--- src/common/fairness_consts.svh ---
// constants for the fairness advertisement and byte statistics block
`ifndef FAIRNESS_CONSTS_SVH
`define FAIRNESS_CONSTS_SVH
`define FULL_RATE_VALUE    16'hffff
`define SOURCE_HOP_LIMIT   8'hff
`define SINGLE_CHOKE_TYPE  3'h0
`define MULTI_CHOKE_TYPE   3'h1
`define MULTI_CHOKE_EVERY  4'ha
`define RESERVED_FILL      13'h0000
`define COUNT_WIDTH        32
`endif

--- src/common/fairness_pkg.sv ---
// types for the fairness advertisement and byte statistics block
package fairness_pkg;
   typedef struct packed {
      logic [2:0]  choke_message_type;
      logic [12:0] reserved;
      logic [15:0] advertised_rate_field;
      logic [47:0] source_address;
      logic [7:0]  hop_limit;
      logic        ringlet_id;
   } choke_msg_t;

   typedef struct packed {
      logic eligible_byte_added;
      logic eligible_byte_forwarded;
      logic add_beyond_choke_point;
      logic fwd_beyond_choke_point;
      logic add_non_reserved_class;
      logic fwd_non_reserved_class;
   } byte_events_t;
endpackage : fairness_pkg

--- src/rtl/fairness_advertise.sv ---
// fairness message generation, per-byte counters and data path rate outputs
`timescale 1ns/100ps
`include "fairness_consts.svh"
module fairness_advertise
   import fairness_pkg::*;
#(
   parameter int CW = `COUNT_WIDTH
) (
   input  wire logic         sys_clk,
   input  wire logic         resetn,
   input  wire logic         advert_period,
   input  wire logic         own_station_congested,
   input  wire logic         downstream_congested_flag,
   input  wire logic [15:0]  normalized_own_fair_rate,
   input  wire logic [15:0]  received_advertised_rate,
   input  wire logic [15:0]  normalized_filtered_cong_forward_rate,
   input  wire logic [47:0]  own_source_address,
   input  wire logic [47:0]  received_source_address,
   input  wire logic [7:0]   received_hop_limit,
   input  wire logic         received_ringlet_id,
   input  wire logic         own_ringlet_id,
   input  wire logic         received_single_choke,
   input  wire logic [15:0]  allowed_rate_in,
   input  wire byte_events_t byte_events,
   output choke_msg_t        single_msg,
   output logic              single_msg_valid,
   output choke_msg_t        multi_msg,
   output logic              multi_msg_valid,
   output logic [CW-1:0]     added_byte_count,
   output logic [CW-1:0]     added_beyond_choke_count,
   output logic [CW-1:0]     forwarded_byte_count,
   output logic [CW-1:0]     forwarded_beyond_choke_count,
   output logic [CW-1:0]     non_reserved_tx_count,
   output logic [15:0]       permitted_add_rate,
   output logic [15:0]       permitted_choke_rate,
   output logic [7:0]        hops_to_choke_point
);
   // counters narrower than a byte wrap too fast to be read usefully
   if (CW < 8 || CW > 64) begin : g_bad_width
      $error("count width out of range");
   end

   logic [3:0]  interval_cnt_reg;
   choke_msg_t  single_next;
   choke_msg_t  local_msg;
   logic        multi_due;

   assign multi_due = (interval_cnt_reg == `MULTI_CHOKE_EVERY - 4'h1);

   // self-originated message template; reserved bits zero
   always_comb begin
      local_msg.choke_message_type    = `SINGLE_CHOKE_TYPE;
      local_msg.reserved              = `RESERVED_FILL;
      local_msg.advertised_rate_field = `FULL_RATE_VALUE;
      local_msg.source_address        = own_source_address;
      local_msg.hop_limit             = `SOURCE_HOP_LIMIT;
      local_msg.ringlet_id            = own_ringlet_id;
   end

   // rows tested in order, first match wins
   always_comb begin
      single_next = local_msg;
      if (own_station_congested && (!downstream_congested_flag ||
          normalized_own_fair_rate < received_advertised_rate)) begin
         single_next.advertised_rate_field = normalized_own_fair_rate;
      end else if (downstream_congested_flag && (!own_station_congested ||
                   normalized_own_fair_rate > received_advertised_rate)) begin
         if (received_advertised_rate < normalized_filtered_cong_forward_rate) begin
            single_next.advertised_rate_field = received_advertised_rate;
            single_next.source_address        = received_source_address;
            single_next.hop_limit             = received_hop_limit;
            single_next.ringlet_id            = received_ringlet_id;
         end
         // else full rate from template
      end
      // both congested with equal rates falls to full rate too
   end

   // interval count for multi-choke cadence
   always_ff @(posedge sys_clk or negedge resetn) begin
      if (!resetn) begin
         interval_cnt_reg <= 4'h0;
      end else if (advert_period) begin
         interval_cnt_reg <= multi_due ? 4'h0 : interval_cnt_reg + 4'h1;
      end
   end

   always_ff @(posedge sys_clk or negedge resetn) begin
      if (!resetn) begin
         single_msg       <= '0;
         single_msg_valid <= 1'b0;
      end else begin
         single_msg_valid <= advert_period;
         if (advert_period) begin
            single_msg <= single_next;
         end
      end
   end

   always_ff @(posedge sys_clk or negedge resetn) begin
      if (!resetn) begin
         multi_msg       <= '0;
         multi_msg_valid <= 1'b0;
      end else begin
         multi_msg_valid <= advert_period && multi_due;
         if (advert_period && multi_due) begin
            multi_msg                    <= local_msg;
            multi_msg.choke_message_type <= `MULTI_CHOKE_TYPE;
            multi_msg.advertised_rate_field <= own_station_congested ?
               normalized_own_fair_rate : `FULL_RATE_VALUE;
         end
      end
   end

   // byte inputs come from data path logic on this clock
   wire add_ev = byte_events.eligible_byte_added;
   wire fwd_ev = byte_events.eligible_byte_forwarded;
   wire [1:0] nr_inc = {1'b0, add_ev && byte_events.add_non_reserved_class}
                     + {1'b0, fwd_ev && byte_events.fwd_non_reserved_class};

   // counters wrap; aging lives elsewhere
   always_ff @(posedge sys_clk or negedge resetn) begin
      if (!resetn) begin
         added_byte_count             <= '0;
         added_beyond_choke_count     <= '0;
         forwarded_byte_count         <= '0;
         forwarded_beyond_choke_count <= '0;
         non_reserved_tx_count        <= '0;
      end else begin
         if (add_ev) added_byte_count <= added_byte_count + 1'b1;
         if (add_ev && byte_events.add_beyond_choke_point)
            added_beyond_choke_count <= added_beyond_choke_count + 1'b1;
         if (fwd_ev) forwarded_byte_count <= forwarded_byte_count + 1'b1;
         if (fwd_ev && byte_events.fwd_beyond_choke_point)
            forwarded_beyond_choke_count <= forwarded_beyond_choke_count + 1'b1;
         non_reserved_tx_count <= non_reserved_tx_count + CW'(nr_inc);
      end
   end

   // rate outputs to shapers
   always_ff @(posedge sys_clk or negedge resetn) begin
      if (!resetn) begin
         permitted_add_rate   <= `FULL_RATE_VALUE;
         permitted_choke_rate <= `FULL_RATE_VALUE;
         hops_to_choke_point  <= 8'h00;
      end else begin
         permitted_add_rate <= allowed_rate_in;
         if (received_single_choke) begin
            permitted_choke_rate <= received_advertised_rate;
            hops_to_choke_point  <= 8'h00 - received_hop_limit;
         end
      end
   end

   property p_no_cong_full;
      @(posedge sys_clk) disable iff (!resetn)
      advert_period && !own_station_congested && !downstream_congested_flag
      |=> single_msg_valid && single_msg.advertised_rate_field == 16'hffff
          && single_msg.hop_limit == 8'hff;
   endproperty
   a_no_cong_full: assert property (p_no_cong_full)
      else $error("no-congestion msg wrong");

   property p_local_rate;
      @(posedge sys_clk) disable iff (!resetn)
      advert_period && own_station_congested && !downstream_congested_flag
      |=> single_msg.advertised_rate_field == $past(normalized_own_fair_rate)
          && single_msg.source_address == $past(own_source_address);
   endproperty
   a_local_rate: assert property (p_local_rate)
      else $error("local rate msg wrong");

   property p_relay;
      @(posedge sys_clk) disable iff (!resetn)
      advert_period && downstream_congested_flag && !own_station_congested
      && received_advertised_rate < normalized_filtered_cong_forward_rate
      |=> single_msg.hop_limit == $past(received_hop_limit)
          && single_msg.source_address == $past(received_source_address);
   endproperty
   a_relay: assert property (p_relay)
      else $error("relay msg wrong");

   property p_multi_type;
      @(posedge sys_clk) disable iff (!resetn)
      multi_msg_valid |-> multi_msg.choke_message_type == 3'h1 && multi_msg.reserved == 13'h0;
   endproperty
   a_multi_type: assert property (p_multi_type)
      else $error("multi msg type wrong");

   property p_single_reserved;
      @(posedge sys_clk) disable iff (!resetn)
      single_msg_valid |-> single_msg.reserved == 13'h0 && single_msg.choke_message_type == 3'h0;
   endproperty
   a_single_reserved: assert property (p_single_reserved)
      else $error("reserved not zero");

   property p_add_count;
      @(posedge sys_clk) disable iff (!resetn)
      add_ev |=> added_byte_count == $past(added_byte_count) + 1'b1;
   endproperty
   a_add_count: assert property (p_add_count)
      else $error("add counter missed");

   property p_fwd_count;
      @(posedge sys_clk) disable iff (!resetn)
      !fwd_ev |=> forwarded_byte_count == $past(forwarded_byte_count);
   endproperty
   a_fwd_count: assert property (p_fwd_count)
      else $error("forward counter moved");

   property p_both_nr;
      @(posedge sys_clk) disable iff (!resetn)
      add_ev && fwd_ev && byte_events.add_non_reserved_class
      && byte_events.fwd_non_reserved_class
      |=> non_reserved_tx_count == $past(non_reserved_tx_count) + 2'd2;
   endproperty
   a_both_nr: assert property (p_both_nr)
      else $error("same-cycle bytes lost");

   property p_choke_rate;
      @(posedge sys_clk) disable iff (!resetn)
      received_single_choke |=> permitted_choke_rate == $past(received_advertised_rate);
   endproperty
   a_choke_rate: assert property (p_choke_rate)
      else $error("choke rate not taken");

   property p_hops;
      @(posedge sys_clk) disable iff (!resetn)
      received_single_choke |=> hops_to_choke_point == 8'h00 - $past(received_hop_limit);
   endproperty
   a_hops: assert property (p_hops)
      else $error("hop count not taken");

   property p_add_rate;
      @(posedge sys_clk) disable iff (!resetn)
      1'b1 |=> permitted_add_rate == $past(allowed_rate_in);
   endproperty
   a_add_rate: assert property (p_add_rate)
      else $error("permitted rate not copied");
endmodule : fairness_advertise

--- config.mk ---
export PLATFORM = sky130hd
export DESIGN_NAME = fairness_advertise
export DESIGN_NICKNAME = d
export VERILOG_FILES = /design/src/common/fairness_pkg.sv /design/src/rtl/fairness_advertise.sv
export VERILOG_INCLUDE_DIRS = /design/src /design/src/common
export SDC_FILE = /design/constraint.sdc
export NUM_CORES = 1
export LEC_CHECK = 0
export ABC_AREA = 1
export BUFFER_PORTS_ARGS = -buffer_cell sky130_fd_sc_hd__buf_2
export CAP_MARGIN = 20
export CORE_MARGIN = 4
export CORE_UTILIZATION = 30
export DETAILED_ROUTE_END_ITERATION = 8
export GPL_TIMING_DRIVEN = 0
export SLEW_MARGIN = 25
export SYNTH_ARGS = -nofsm -noshare
export SYNTH_HDL_FRONTEND = slang
export SYNTH_SLANG_ARGS = --single-unit
--- constraint.sdc ---
create_clock -name sys_clk -period 3.75 [get_ports sys_clk]
set_input_delay 0.5625 -clock sys_clk [delete_from_list [all_inputs] [get_ports sys_clk]]
set_output_delay 0.5625 -clock sys_clk [all_outputs]
set_load 0.005 [all_outputs]
==> summary.txt, run 1 <==
STA
  • RSZ-0062 raised after global routing: no
  • Worst setup margin: 1.167 ns
  • Final clock skew: 0.02479 ns
  • Tightest Pin Transition: 0.9873 ns
  • Setup TNS: 0 ns
  • Period minus WS final: 2.583 ns
  • Slew Viols, Final: 0
  • Tcrit/Tclk final: 68.88%
  • Max Clk Rate: 0.3871 GHz
  • Slew HR: 34.18%
  • Fin. Hold Viols: 0
  • Final setup viols: 0
  • Hold slack: 0.09335 ns

Setup path
  • Worst path required time: 4.19 ns
  • Crit path max fanout: 10
  • Critical path type: in2reg
  • Crit. End Element: flop
  • CP Launch Type: input port
  • Crit path DAT: 3.03 ns

Logic synthesis
  • Simple-Gate Fraction of Synth Area: 22.69%
  • Mapped Avg Cell Area: 8.670 sq um
  • Number of synthesized flops with an enable pin: 0
  • Top FF cell, synth: dfrtp_1
  • Sequential share of the synthesized area: 51.80%
  • Post-synth design cell area: 0.01674 sq mm
  • Post-synth top area cell: dfrtp_1
  • FFs w/ async S/R, synth: 100.0%
  • Cell count after synthesis: 1931
  • Yosys warns: 0
  • Compound-cell area share of the yosys netlist: 4.873%
  • Unique cell type count in the Yosys netlist: 43
  • Synth Area in Adders: 2.885%
  • Main combinational cell family by area after synthesis: simple AND/OR/NAND/NOR gates
  • Proportion of synthesized area in mux cells: 0%
  • XOR/XNOR Fraction of Synth Area: 7.952%
  • Top cells by area, synth: dfrtp_1, nand2_1, inv_1
  • #FFs+latches synth: 345
  • Post-synth top area share: 46.78%

Clocking
  • H-tree levels: 2
  • TritonCTS clock tree: yes
  • Clock transition at path regs: 0.06 ns
  • Worst-skew pair later-pin latency: 0.56 ns
  • CTS Buffer Depth: 3
  • Num CTS Buffers: 42
  • Postcts setup bufs: 0
  • CTS root buffer: clkbuf_16
  • TritonCTS Sinks: 345

Route
  • Post-route DRC: 0
  • Final WL: 56300 microns
  • Vias per cell: 4.540
  • Avg WL per Cell: 16.97 microns
  • First drt pass iteration count: 5
  • DRT iter0 DRCs: 718
  • Final ANT Viol Nets: 0
  • Vias: 15070

Outcome
  • Outcome: complete, no violations

Global route
  • Largest net degree at the start of global routing: 91
  • First-pass GRT wire length: 86570 microns
  • Antenna violations before repair: 6
  • Overall Global Routing Usage: 18.25%
  • Grt total ovfl: 0
  • Vias in the first global route: 15430

Place
  • Placer Congestion: 0.9204
  • DPL Wire Length: 44480 microns
  • Pre-CTS WS: 0.6483 ns
  • IO Port Bufs: 528
  • Placed Area: 0.02053 sq mm

Die
  • Die height: 244.2 microns
  • Row cnt: 86
  • Die W: 244.2 microns
  • Die ar.: 0.05965 sq mm
  • Initial Util: 30.33%
  • Core ar.: 0.05520 sq mm
  • Io pins: 562

Finish
  • Final instance area: 0.02198 sq mm
  • Final nets: 2757
  • Largest register FFs: 73
  • End-of-flow core utilization: 39.83%
  • Layout Area Growth over Synthesis: 31.31%
  • Biggest regs: single_msg: 73 flops, multi_msg: 66 flops
  • Largest register by flop count: single_msg
  • Share of layout cells above drive strength 1: 28.69%

Power
  • Internal power: 8.166 mW
  • Logic pwr share: 21.8%
  • Power Dens Cells: 538.5 mW/mm^2
  • Clk pwr share: 36.0%
  • VDD IR max: 0.3243 mV
  • Psw: 3.672 mW
  • Leak: 12.14 nW
  • Reg power frac: 42.2%
  • Switch share: 31.02%

Min path
  • Worst min path class: in2reg

Job
  • Max Cap Viol: 0
-- synth_stat cells (all sizes together) (2+ instances only) --
library cell	n
a21oi	35
a31oi	10
buf	64
clkbuf	32
dfrtp	313
dfstp	32
ha	37
inv	278
nand2	469
nand3	149
nand3b	2
nand4	34
nor2	136
nor3	54
nor4	11
o21ai	111
o21bai	2
or2	3
xnor2	43
xor2	109
-- cells by family after synthesis --
| family | Yosys count |
|---|---|
| AOI/OAI and AO/OA | 159 |
| xor gates and xnor gates | 152 |
| adders and majority gates | 38 |
| buffers and inverters | 375 |
| DFF | 345 |
| other | 1 |
| and+or+nand+nor | 861 |
-- routing by layer --
metal / vias up / GRT usage [%] / share of wire, %
met5: - / 0 / 0.037
met4: 4 / 7.224 / 4.2
met3: 120 / 6.129 / 8.5
met2: 514 / 31.30 / 49
met1: 7227 / 21.06 / 39
li1: 7200 / - / -
-- timing repair --
action / CTS / global route
hold endpoints to repair: 12 / 0
gates resized for setup: 0 / 0
hold buffers: 1 / 0
-- worst max-delay path, cell delays in order --
cell and delay [ns]:
buf_2 0.13, inv_1 0.09, ha_1 0.30, nand2_1 0.07, nor2_1 0.15, nand2_1 0.10, nor2_1 0.14, nand2_1 0.07
nand3_1 0.10, nand3_1 0.08, nand2_1 0.34, buf_4 0.30, buf_2 0.26, nand3_1 0.15, nand3_1 0.11, nand2_1 0.05
-- power by group through the flow --
stage                     sequential, mW  clock, mW  combinational (mW)
after global routing                5.08       4.55                2.90
after CTS                           4.99       4.39                2.63
after detailed placement            5.04          0                2.62
final                               4.99       4.26                2.58
after global placement              5.01          0                2.56
after floorplan                     5.01          0                1.11
-- placed cells by master, fill, tap and decap left out, types with 2 or more instances in the layout --
cell / netlist / final
nor2_4: 7 / 7
nor4_1: 11 / 11
clkbuf_16: 0 / 42
o21bai_1: 2 / 2
inv_1: 271 / 271
clkinv_2: 0 / 4
a31oi_1: 10 / 10
nor2_1: 119 / 119
or2_2: 2 / 2
nand3_2: 3 / 3
dfstp_2: 32 / 32
ha_1: 37 / 37
nand2_1: 459 / 459
inv_2: 6 / 6
nand2_2: 9 / 9
bufinv_16: 0 / 6
buf_1: 3 / 3
nand4_2: 2 / 2
xnor2_1: 43 / 43
buf_4: 45 / 45
buf_16: 0 / 3
buf_6: 6 / 6
buf_2: 10 / 537
xor2_1: 109 / 109
conb_1: 1 / 31
nor3_1: 48 / 48
clkbuf_8: 0 / 7
nand4_1: 32 / 32
nand3_1: 146 / 146
dfrtp_1: 313 / 313
inv_6: 0 / 3
clkbuf_1: 32 / 44
o21ai_0: 105 / 105
nor2_2: 10 / 10
o21ai_1: 6 / 6
a21oi_1: 35 / 35
nor3_2: 5 / 5
-- path summary, 6_finish.rpt --
path	start	endpoint	slack, ns	depth (start not counted)
max in group asynchronous	resetn	permitted_choke_rate[11]	1.77	4
setup / recovery	received_advertised_rate[15]	single_msg[15]	1.17	16
hold / removal	allowed_rate_in[14]	permitted_add_rate[14]	0.09	1
hold reg to reg	forwarded_beyond_choke_count[31]	forwarded_beyond_choke_count[31]	0.47	1
min in group asynchronous	resetn	forwarded_beyond_choke_count[27]	0.61	2
setup reg to reg	non_reserved_tx_count[0]	non_reserved_tx_count[30]	1.18	14
-- layout make-up --
class / count / area [sq um]
fillers: 5701 / 33220
inverters: 279 / 1050
clock inverters: 15 / 250.2
multi-input cells: 1241 / 6549
repair buffers: 532 / 2745
plain buffers: 96 / 586.8
flip-flops and latches: 345 / 8673
diodes: 1 / 2.502
well taps: 748 / 935.9
clock buffers: 61 / 1192
-- stage by stage --
| step | total power, mW | cells |
|---|---|---|
| global placement | 7.573 | 3237 |
| global route | 12.53 | 3318 |
| detailed placement | 7.662 | 3240 |
| CTS | 12.01 | 3317 |
| floorplan | 6.122 | 1961 |
| finish | 11.84 | 3318 |
(Power assumes the default switching activity.)
==> inputs of run 2 (changes only) <==
==> constraint.sdc (replaced) <==
create_clock -name sys_clk -period 2.2 [get_ports sys_clk]
set_input_delay 0.33 -clock sys_clk [delete_from_list [all_inputs] [get_ports sys_clk]]
set_output_delay 0.33 -clock sys_clk [all_outputs]
set_load 0.005 [all_outputs]
==> run 2 against run 1 <==
The flow now finishes with violations (setup timing). Clock power up 64%. Sequential share of layout area down 0.75 points. Worst setup slack worse by 1.2 ns. Cell count up 1.2%. Largest power group unchanged.
==> summary.txt, run 2 (same netlist as run 1, synthesis figures left out) <==
Die
  • Initial Util: 30.33%
  • Io pins: 562
  • Die ar.: 0.05965 sq mm
  • Die height: 244.2 microns
  • Core ar.: 0.05520 sq mm
  • Die W: 244.2 microns
  • Row cnt: 86

STA
  • Max Clk Rate: 0.4462 GHz
  • Tightest Pin Transition: 0.9680 ns
  • Period minus WS final: 2.241 ns
  • Final setup viols: 4
  • Worst setup margin: -0.04124 ns
  • Slew HR: 35.47%
  • Slew Viols, Final: 0
  • RSZ-0062 raised after global routing: yes
  • Tcrit/Tclk final: 101.9%
  • Fin. Hold Viols: 0
  • Final clock skew: 0.01885 ns

Outcome
  • Outcome: complete, but fails checks
  • Failing checks: setup timing

Setup path
  • Worst reg2reg path depth: 14
  • Critical path type: reg2reg
  • Cell mode on critical path: nor2_4
  • Crit-path cells: inv_2, fa_2, inv_2, ha_4, nand3_4, nor3_4, nand2_2, nor2_4, nand2_4, nor2_4, nand2_4, nor2_4, nand2_2, xnor2_1
  • Crit path DAT: 2.66 ns
  • Max incr delay on CP: 0.41 ns
  • Setup crit start: non_reserved_tx_count[0]
  • Crit path max fanout: 3
  • Kind of cell adding the most delay to the critical path: simple AND/OR/NAND/NOR gates
  • Worst path required time: 2.62 ns
  • CP Depth: 14
  • Reg-to-reg startpoint: non_reserved_tx_count[0]
  • CP bufs+invs: 2
  • R2r setup slk: -0.04 ns
  • Crit. End Element: flop
  • FF-to-FF End: non_reserved_tx_count[30]
  • Slowest cell on crit path: fa_2
  • CP Launch Type: flop

Finish
  • Share of layout cells above drive strength 1: 29.83%
  • Layout Area Growth over Synthesis: 33.86%
  • Area of the multi-input gates: 0.006644 sq mm
  • Largest register by flop count: single_msg
  • Final non-filler cell total: 3357
  • Commonest non-fill, non-tap cell in the layout: buf_2
  • Largest register FFs: 73
  • Final instance area: 0.02241 sq mm
  • Commonest non-fill, non-tap cells in the layout: buf_2, nand2_1, dfrtp_1
  • Biggest regs: single_msg: 73 flops, multi_msg: 66 flops
  • Layout fillers: 5657
  • Final nets: 2795
  • Sequential Area: 0.008673 sq mm

Route
  • Vias: 15210
  • First drt pass iteration count: 5
  • Final WL: 58390 microns
  • Post-route DRC: 0
  • DRT iter0 DRCs: 772
  • Final ANT Viol Nets: 0
  • Avg WL per Cell: 17.39 microns
  • Vias per cell: 4.530

Global route
  • First-pass GRT wire length: 90010 microns
  • Grt total ovfl: 0
  • Vias in the first global route: 15600
  • Overall Global Routing Usage: 19.04%
  • Largest net degree at the start of global routing: 87
  • Antenna violations before repair: 5

Min path
  • Worst min path class: in2reg
  • Hold Path Origin: byte_events[5]
  • Hold path depth: 3
  • WHS Endpoint: added_byte_count[1]

Power
  • Power Dens Cells: 892.8 mW/mm^2
  • VDD IR max: 0.5821 mV
  • Leak: 12.38 nW

Clocking
  • Worst-skew pair later-pin latency: 0.55 ns
  • CTS root buffer: clkbuf_16
  • CTS Buffer Depth: 3
  • TritonCTS Sinks: 345
  • Clock transition at path regs: 0.06 ns
  • Num CTS Buffers: 41
  • TritonCTS clock tree: yes
  • H-tree levels: 2

Place
  • DPL Wire Length: 46140 microns
  • Placer Congestion: 0.9276
  • Pre-CTS WS: -0.8489 ns
  • IO Port Bufs: 528
  • Post-placement cell count: 3241
  • Placed Area: 0.02058 sq mm

Job
  • Max Cap Viol: 0
-- run 2: changes by cell type in the layout (fill, tap and decap cells not counted), sizes merged --
cell,previous run,this run
clkbuf,93,92
inv,281,280
buf,595,614
clkinv,6,12
dlygate4sd3,1,20
bufinv,6,3
-- run 2: tightest hold or removal path: cells and delay by family --
family        cells  cell delay, ns
buf+inv           1            0.12
simple gates      2            0.10
-- run 2: power breakdown --
part / internal (mW) / switching (mW) / total [mW] / leakage, nW
clock: 4.20 / 2.76 / 6.97 / 0.691
combinational: 1.95 / 2.58 / 4.52 / 7.48
sequential: 7.56 / 0.956 / 8.52 / 4.21
-- run 2: worst max-delay path by stage --
stage / end
after floorplan: non_reserved_tx_count[30]
after global placement: forwarded_beyond_choke_count[15]
after detailed placement: multi_msg[12]
after CTS: non_reserved_tx_count[30]
after global routing: non_reserved_tx_count[30]
final: non_reserved_tx_count[30]
-- run 2: stage by stage --
step                hold slack (ns)  utilization, %  power [mW]  TNS (ns)
global placement             0.4347           37.06       12.93  -2085.75
finish                      0.04726           40.60       20.01   -0.1010
CTS                        0.002560           40.36       20.28  -0.05219
floorplan                   0.03441               -       10.44   -0.2228
global route                0.04033           40.60       21.20   -0.9383
detailed placement           0.1713           37.28       13.07    -70.65
-- run 2: metal layers --
| layer | routed length (microns) | up-vias | global-route usage [%] |
|---|---|---|---|
| li1 | - | 7268 | - |
| met1 | 23340 | 7296 | 22.17 |
| met2 | 28450 | 532 | 33.64 |
| met3 | 4667 | 102 | 5.504 |
| met4 | 1891 | 8 | 6.363 |
| met5 | 46 | - | 0 |
-- run 2: area by class of cell --
type | instances | area share, %
Sequential cell | 345 | 38.70
Timing Repair Buffer | 571 | 13.87
Inverter | 279 | 4.684
Multi-Input combinational cell | 1241 | 29.64
Clock buffer | 59 | 5.427
Clock inverter | 17 | 0.7593
Tap cell | 748 | 4.176
Antenna cell | 1 | 0.01117
Buffer | 96 | 2.724
-- run 2: timing repair --
action	4_1_cts	5_1_grt
resized for setup	16	14
hold endpoints to repair	176	0
buffers inserted	7	13
hold buffers	20	0
pin swaps	7	6
setup endpoints to repair	77	35
==> inputs of run 3 (changes only) <==
--- a/config.mk
+++ b/config.mk
@@ -9,10 +9,11 @@
 export ABC_AREA = 1
 export BUFFER_PORTS_ARGS = -buffer_cell sky130_fd_sc_hd__buf_2
 export CAP_MARGIN = 20
-export CORE_MARGIN = 4
+export CORE_MARGIN = 2
 export CORE_UTILIZATION = 30
 export DETAILED_ROUTE_END_ITERATION = 8
 export GPL_TIMING_DRIVEN = 0
+export PLACE_DENSITY = 0.58
 export SLEW_MARGIN = 25
 export SYNTH_ARGS = -nofsm -noshare
 export SYNTH_HDL_FRONTEND = slang
==> run 3 against run 2 <==
The flow still finishes with violations (setup timing). Die area is 3.2% lower. Non-clock buffer count rose by 2. Critical path depth is the same. Fmax fell by 0.11%. Largest cell class unchanged. Hold slack worse by 0.0015 ns.
==> summary.txt, run 3 (same netlist as run 1, synthesis figures left out) <==
STA
  • Fin. Hold Viols: 0
  • Setup TNS: -0.06232 ns
  • Tcrit/Tclk final: 102.0%
  • Tightest Pin Transition: 0.9781 ns
  • RSZ-0062 raised after global routing: yes
  • Final setup viols: 2
  • Final clock skew: 0.01598 ns
  • Period minus WS final: 2.244 ns
  • Slew Viols, Final: 0
  • Worst setup margin: -0.04375 ns
  • Max Clk Rate: 0.4457 GHz
  • Slew HR: 34.79%

Setup path
  • Crit-path cells: inv_2, fa_2, inv_2, ha_4, nand3_4, nor3_4, nand2_2, nor2_4, nand2_4, nor2_4, nand2_4, nor2_4, nand2_2, xnor2_1
  • Cell mode on critical path: nor2_4
  • Worst setup endpoint: non_reserved_tx_count[30]
  • Crit path max fanout: 3
  • CP Launch Type: flop
  • Slowest cell on crit path: fa_2
  • Worst reg2reg path depth: 14
  • Worst path required time: 2.64 ns
  • CP bufs+invs: 2
  • FF-to-FF End: non_reserved_tx_count[30]
  • Critical path type: reg2reg
  • R2r setup slk: -0.04 ns
  • Crit. End Element: flop
  • CP Depth: 14
  • Setup crit start: non_reserved_tx_count[0]
  • Kind of cell adding the most delay to the critical path: simple AND/OR/NAND/NOR gates
  • Crit path DAT: 2.68 ns
  • Max incr delay on CP: 0.41 ns
  • Reg-to-reg startpoint: non_reserved_tx_count[0]

Finish
  • Layout Area Growth over Synthesis: 34.32%
  • Final instance area: 0.02249 sq mm
  • Largest register FFs: 73
  • Biggest regs: single_msg: 73 flops, multi_msg: 66 flops
  • Area of the multi-input gates: 0.006658 sq mm
  • Share of layout cells above drive strength 1: 29.79%
  • Largest register by flop count: single_msg
  • Final nets: 2798
  • Commonest non-fill, non-tap cell in the layout: buf_2
  • Commonest non-fill, non-tap cells in the layout: buf_2, nand2_1, dfrtp_1
  • Layout fillers: 5681
  • Sequential Area: 0.008673 sq mm

Global route
  • Overall Global Routing Usage: 19.77%
  • First-pass GRT wire length: 87550 microns
  • Largest net degree at the start of global routing: 85
  • Antenna violations before repair: 10
  • Grt total ovfl: 0
  • Vias in the first global route: 15220

Clocking
  • CTS root buffer: clkbuf_16
  • Num CTS Buffers: 42
  • CTS Buffer Depth: 3
  • H-tree levels: 2
  • TritonCTS clock tree: yes
  • TritonCTS Sinks: 345
  • Clock transition at path regs: 0.06 ns
  • Worst-skew pair later-pin latency: 0.57 ns

Die
  • Die ar.: 0.05771 sq mm
  • Die height: 240.2 microns
  • Initial Util: 30.39%
  • Core ar.: 0.05509 sq mm
  • Io pins: 562
  • Row cnt: 86
  • Die W: 240.2 microns

Route
  • First drt pass iteration count: 5
  • Post-route DRC: 0
  • Avg WL per Cell: 17.42 microns
  • Final WL: 58620 microns
  • DRT iter0 DRCs: 745
  • Final ANT Viol Nets: 0
  • Vias: 15210
  • Vias per cell: 4.520

Power
  • Leak: 12.39 nW
  • VDD IR max: 0.5701 mV
  • Power Dens Cells: 895.7 mW/mm^2

Place
  • IO Port Bufs: 528
  • Placer Congestion: 0.9012
  • DPL Wire Length: 46050 microns
  • Placed Area: 0.02058 sq mm

Job
  • Max Cap Viol: 0

Outcome
  • Outcome: complete, but fails checks
  • Failing checks: setup timing

Min path
  • Worst min path class: in2reg
[run 3: changes by cell type in the layout (fill, tap and decap cells not counted), moves of 2 or more]
cell / before / now
clkbuf_2: 7 / 5
clkbuf_1: 33 / 35
buf_6: 7 / 9
nor3_1: 48 / 46
clkinv_8: 0 / 2
buf_4: 62 / 60
dlygate4sd3_1: 20 / 23
diode_2: 1 / 5
[run 3: metal layers]
layer	wire (microns)	global-route usage, %	up-vias
met2	28290	34.11	546
met5	37	0	-
li1	-	-	7308
met4	2389	8.187	8
met1	22720	22.45	7211
met3	5183	6.464	137
[run 3: worst min-delay path: stages]
cell	delay (ns)
buf_2	0.09
inv_1	0.06
o21ai_0	0.08
[run 3: final cells by class]
cell class / count / share of cell area, %
flip-flops and latches: 345 / 38.57
multi-input cells: 1241 / 29.60
repair buffers: 573 / 13.93
clock buffers: 61 / 5.397
inverters: 279 / 4.668
well taps: 748 / 4.162
plain buffers: 96 / 2.776
clock inverters: 17 / 0.8457
diodes: 5 / 0.05564
[run 3: per-stage QoR]
step | instances | util (%) | hold slack [ns] | setup slack, ns | total power [mW]
floorplan | 1961 | - | 0.03441 | -0.1158 | 10.44
detailed placement | 3241 | 37.35 | 0.2602 | -1.052 | 13.08
global route | 3362 | 40.81 | 0.03142 | -0.1902 | 21.32
finish | 3365 | 40.82 | 0.04573 | -0.04375 | 20.14
global placement | 3237 | 37.13 | 0.4366 | -6.081 | 12.95
CTS | 3352 | 40.57 | 0.006236 | -0.06691 | 20.36
[run 3: timing repair]
| item | 4_1_cts | 5_1_grt |
|---|---|---|
| pin swaps | 7 | 6 |
| hold buffers | 23 | 0 |
| cloned | 0 | 0 |
| resized for setup | 18 | 23 |
| buffers inserted | 10 | 8 |
| endpoints found under the setup margin | 84 | 46 |
| hold endpoints to repair | 63 | 0 |
[run 3: worst min path at each step]
| stage | slack (ns) | cells after the start | startpoint | to |
|---|---|---|---|---|
| final | 0.05 | 3 | own_source_address[0] | multi_msg[9] |
| after global routing | 0.03 | 3 | own_source_address[44] | multi_msg[53] |
| after CTS | 0.006 | 3 | own_source_address[0] | multi_msg[9] |
| after detailed placement | 0.26 | 1 | resetn | multi_msg[24] |
| after global placement | 0.44 | 1 | allowed_rate_in[1] | permitted_add_rate[1] |
| after floorplan | 0.03 | 0 | resetn | added_beyond_choke_count[0] |
[run 3: power by group]
| part | internal [mW] | switching [mW] | leakage, nW |
|---|---|---|---|
| sequential | 7.57 | 0.964 | 4.21 |
| clock | 4.21 | 2.85 | 0.698 |
| combinational | 1.96 | 2.59 | 7.49 |
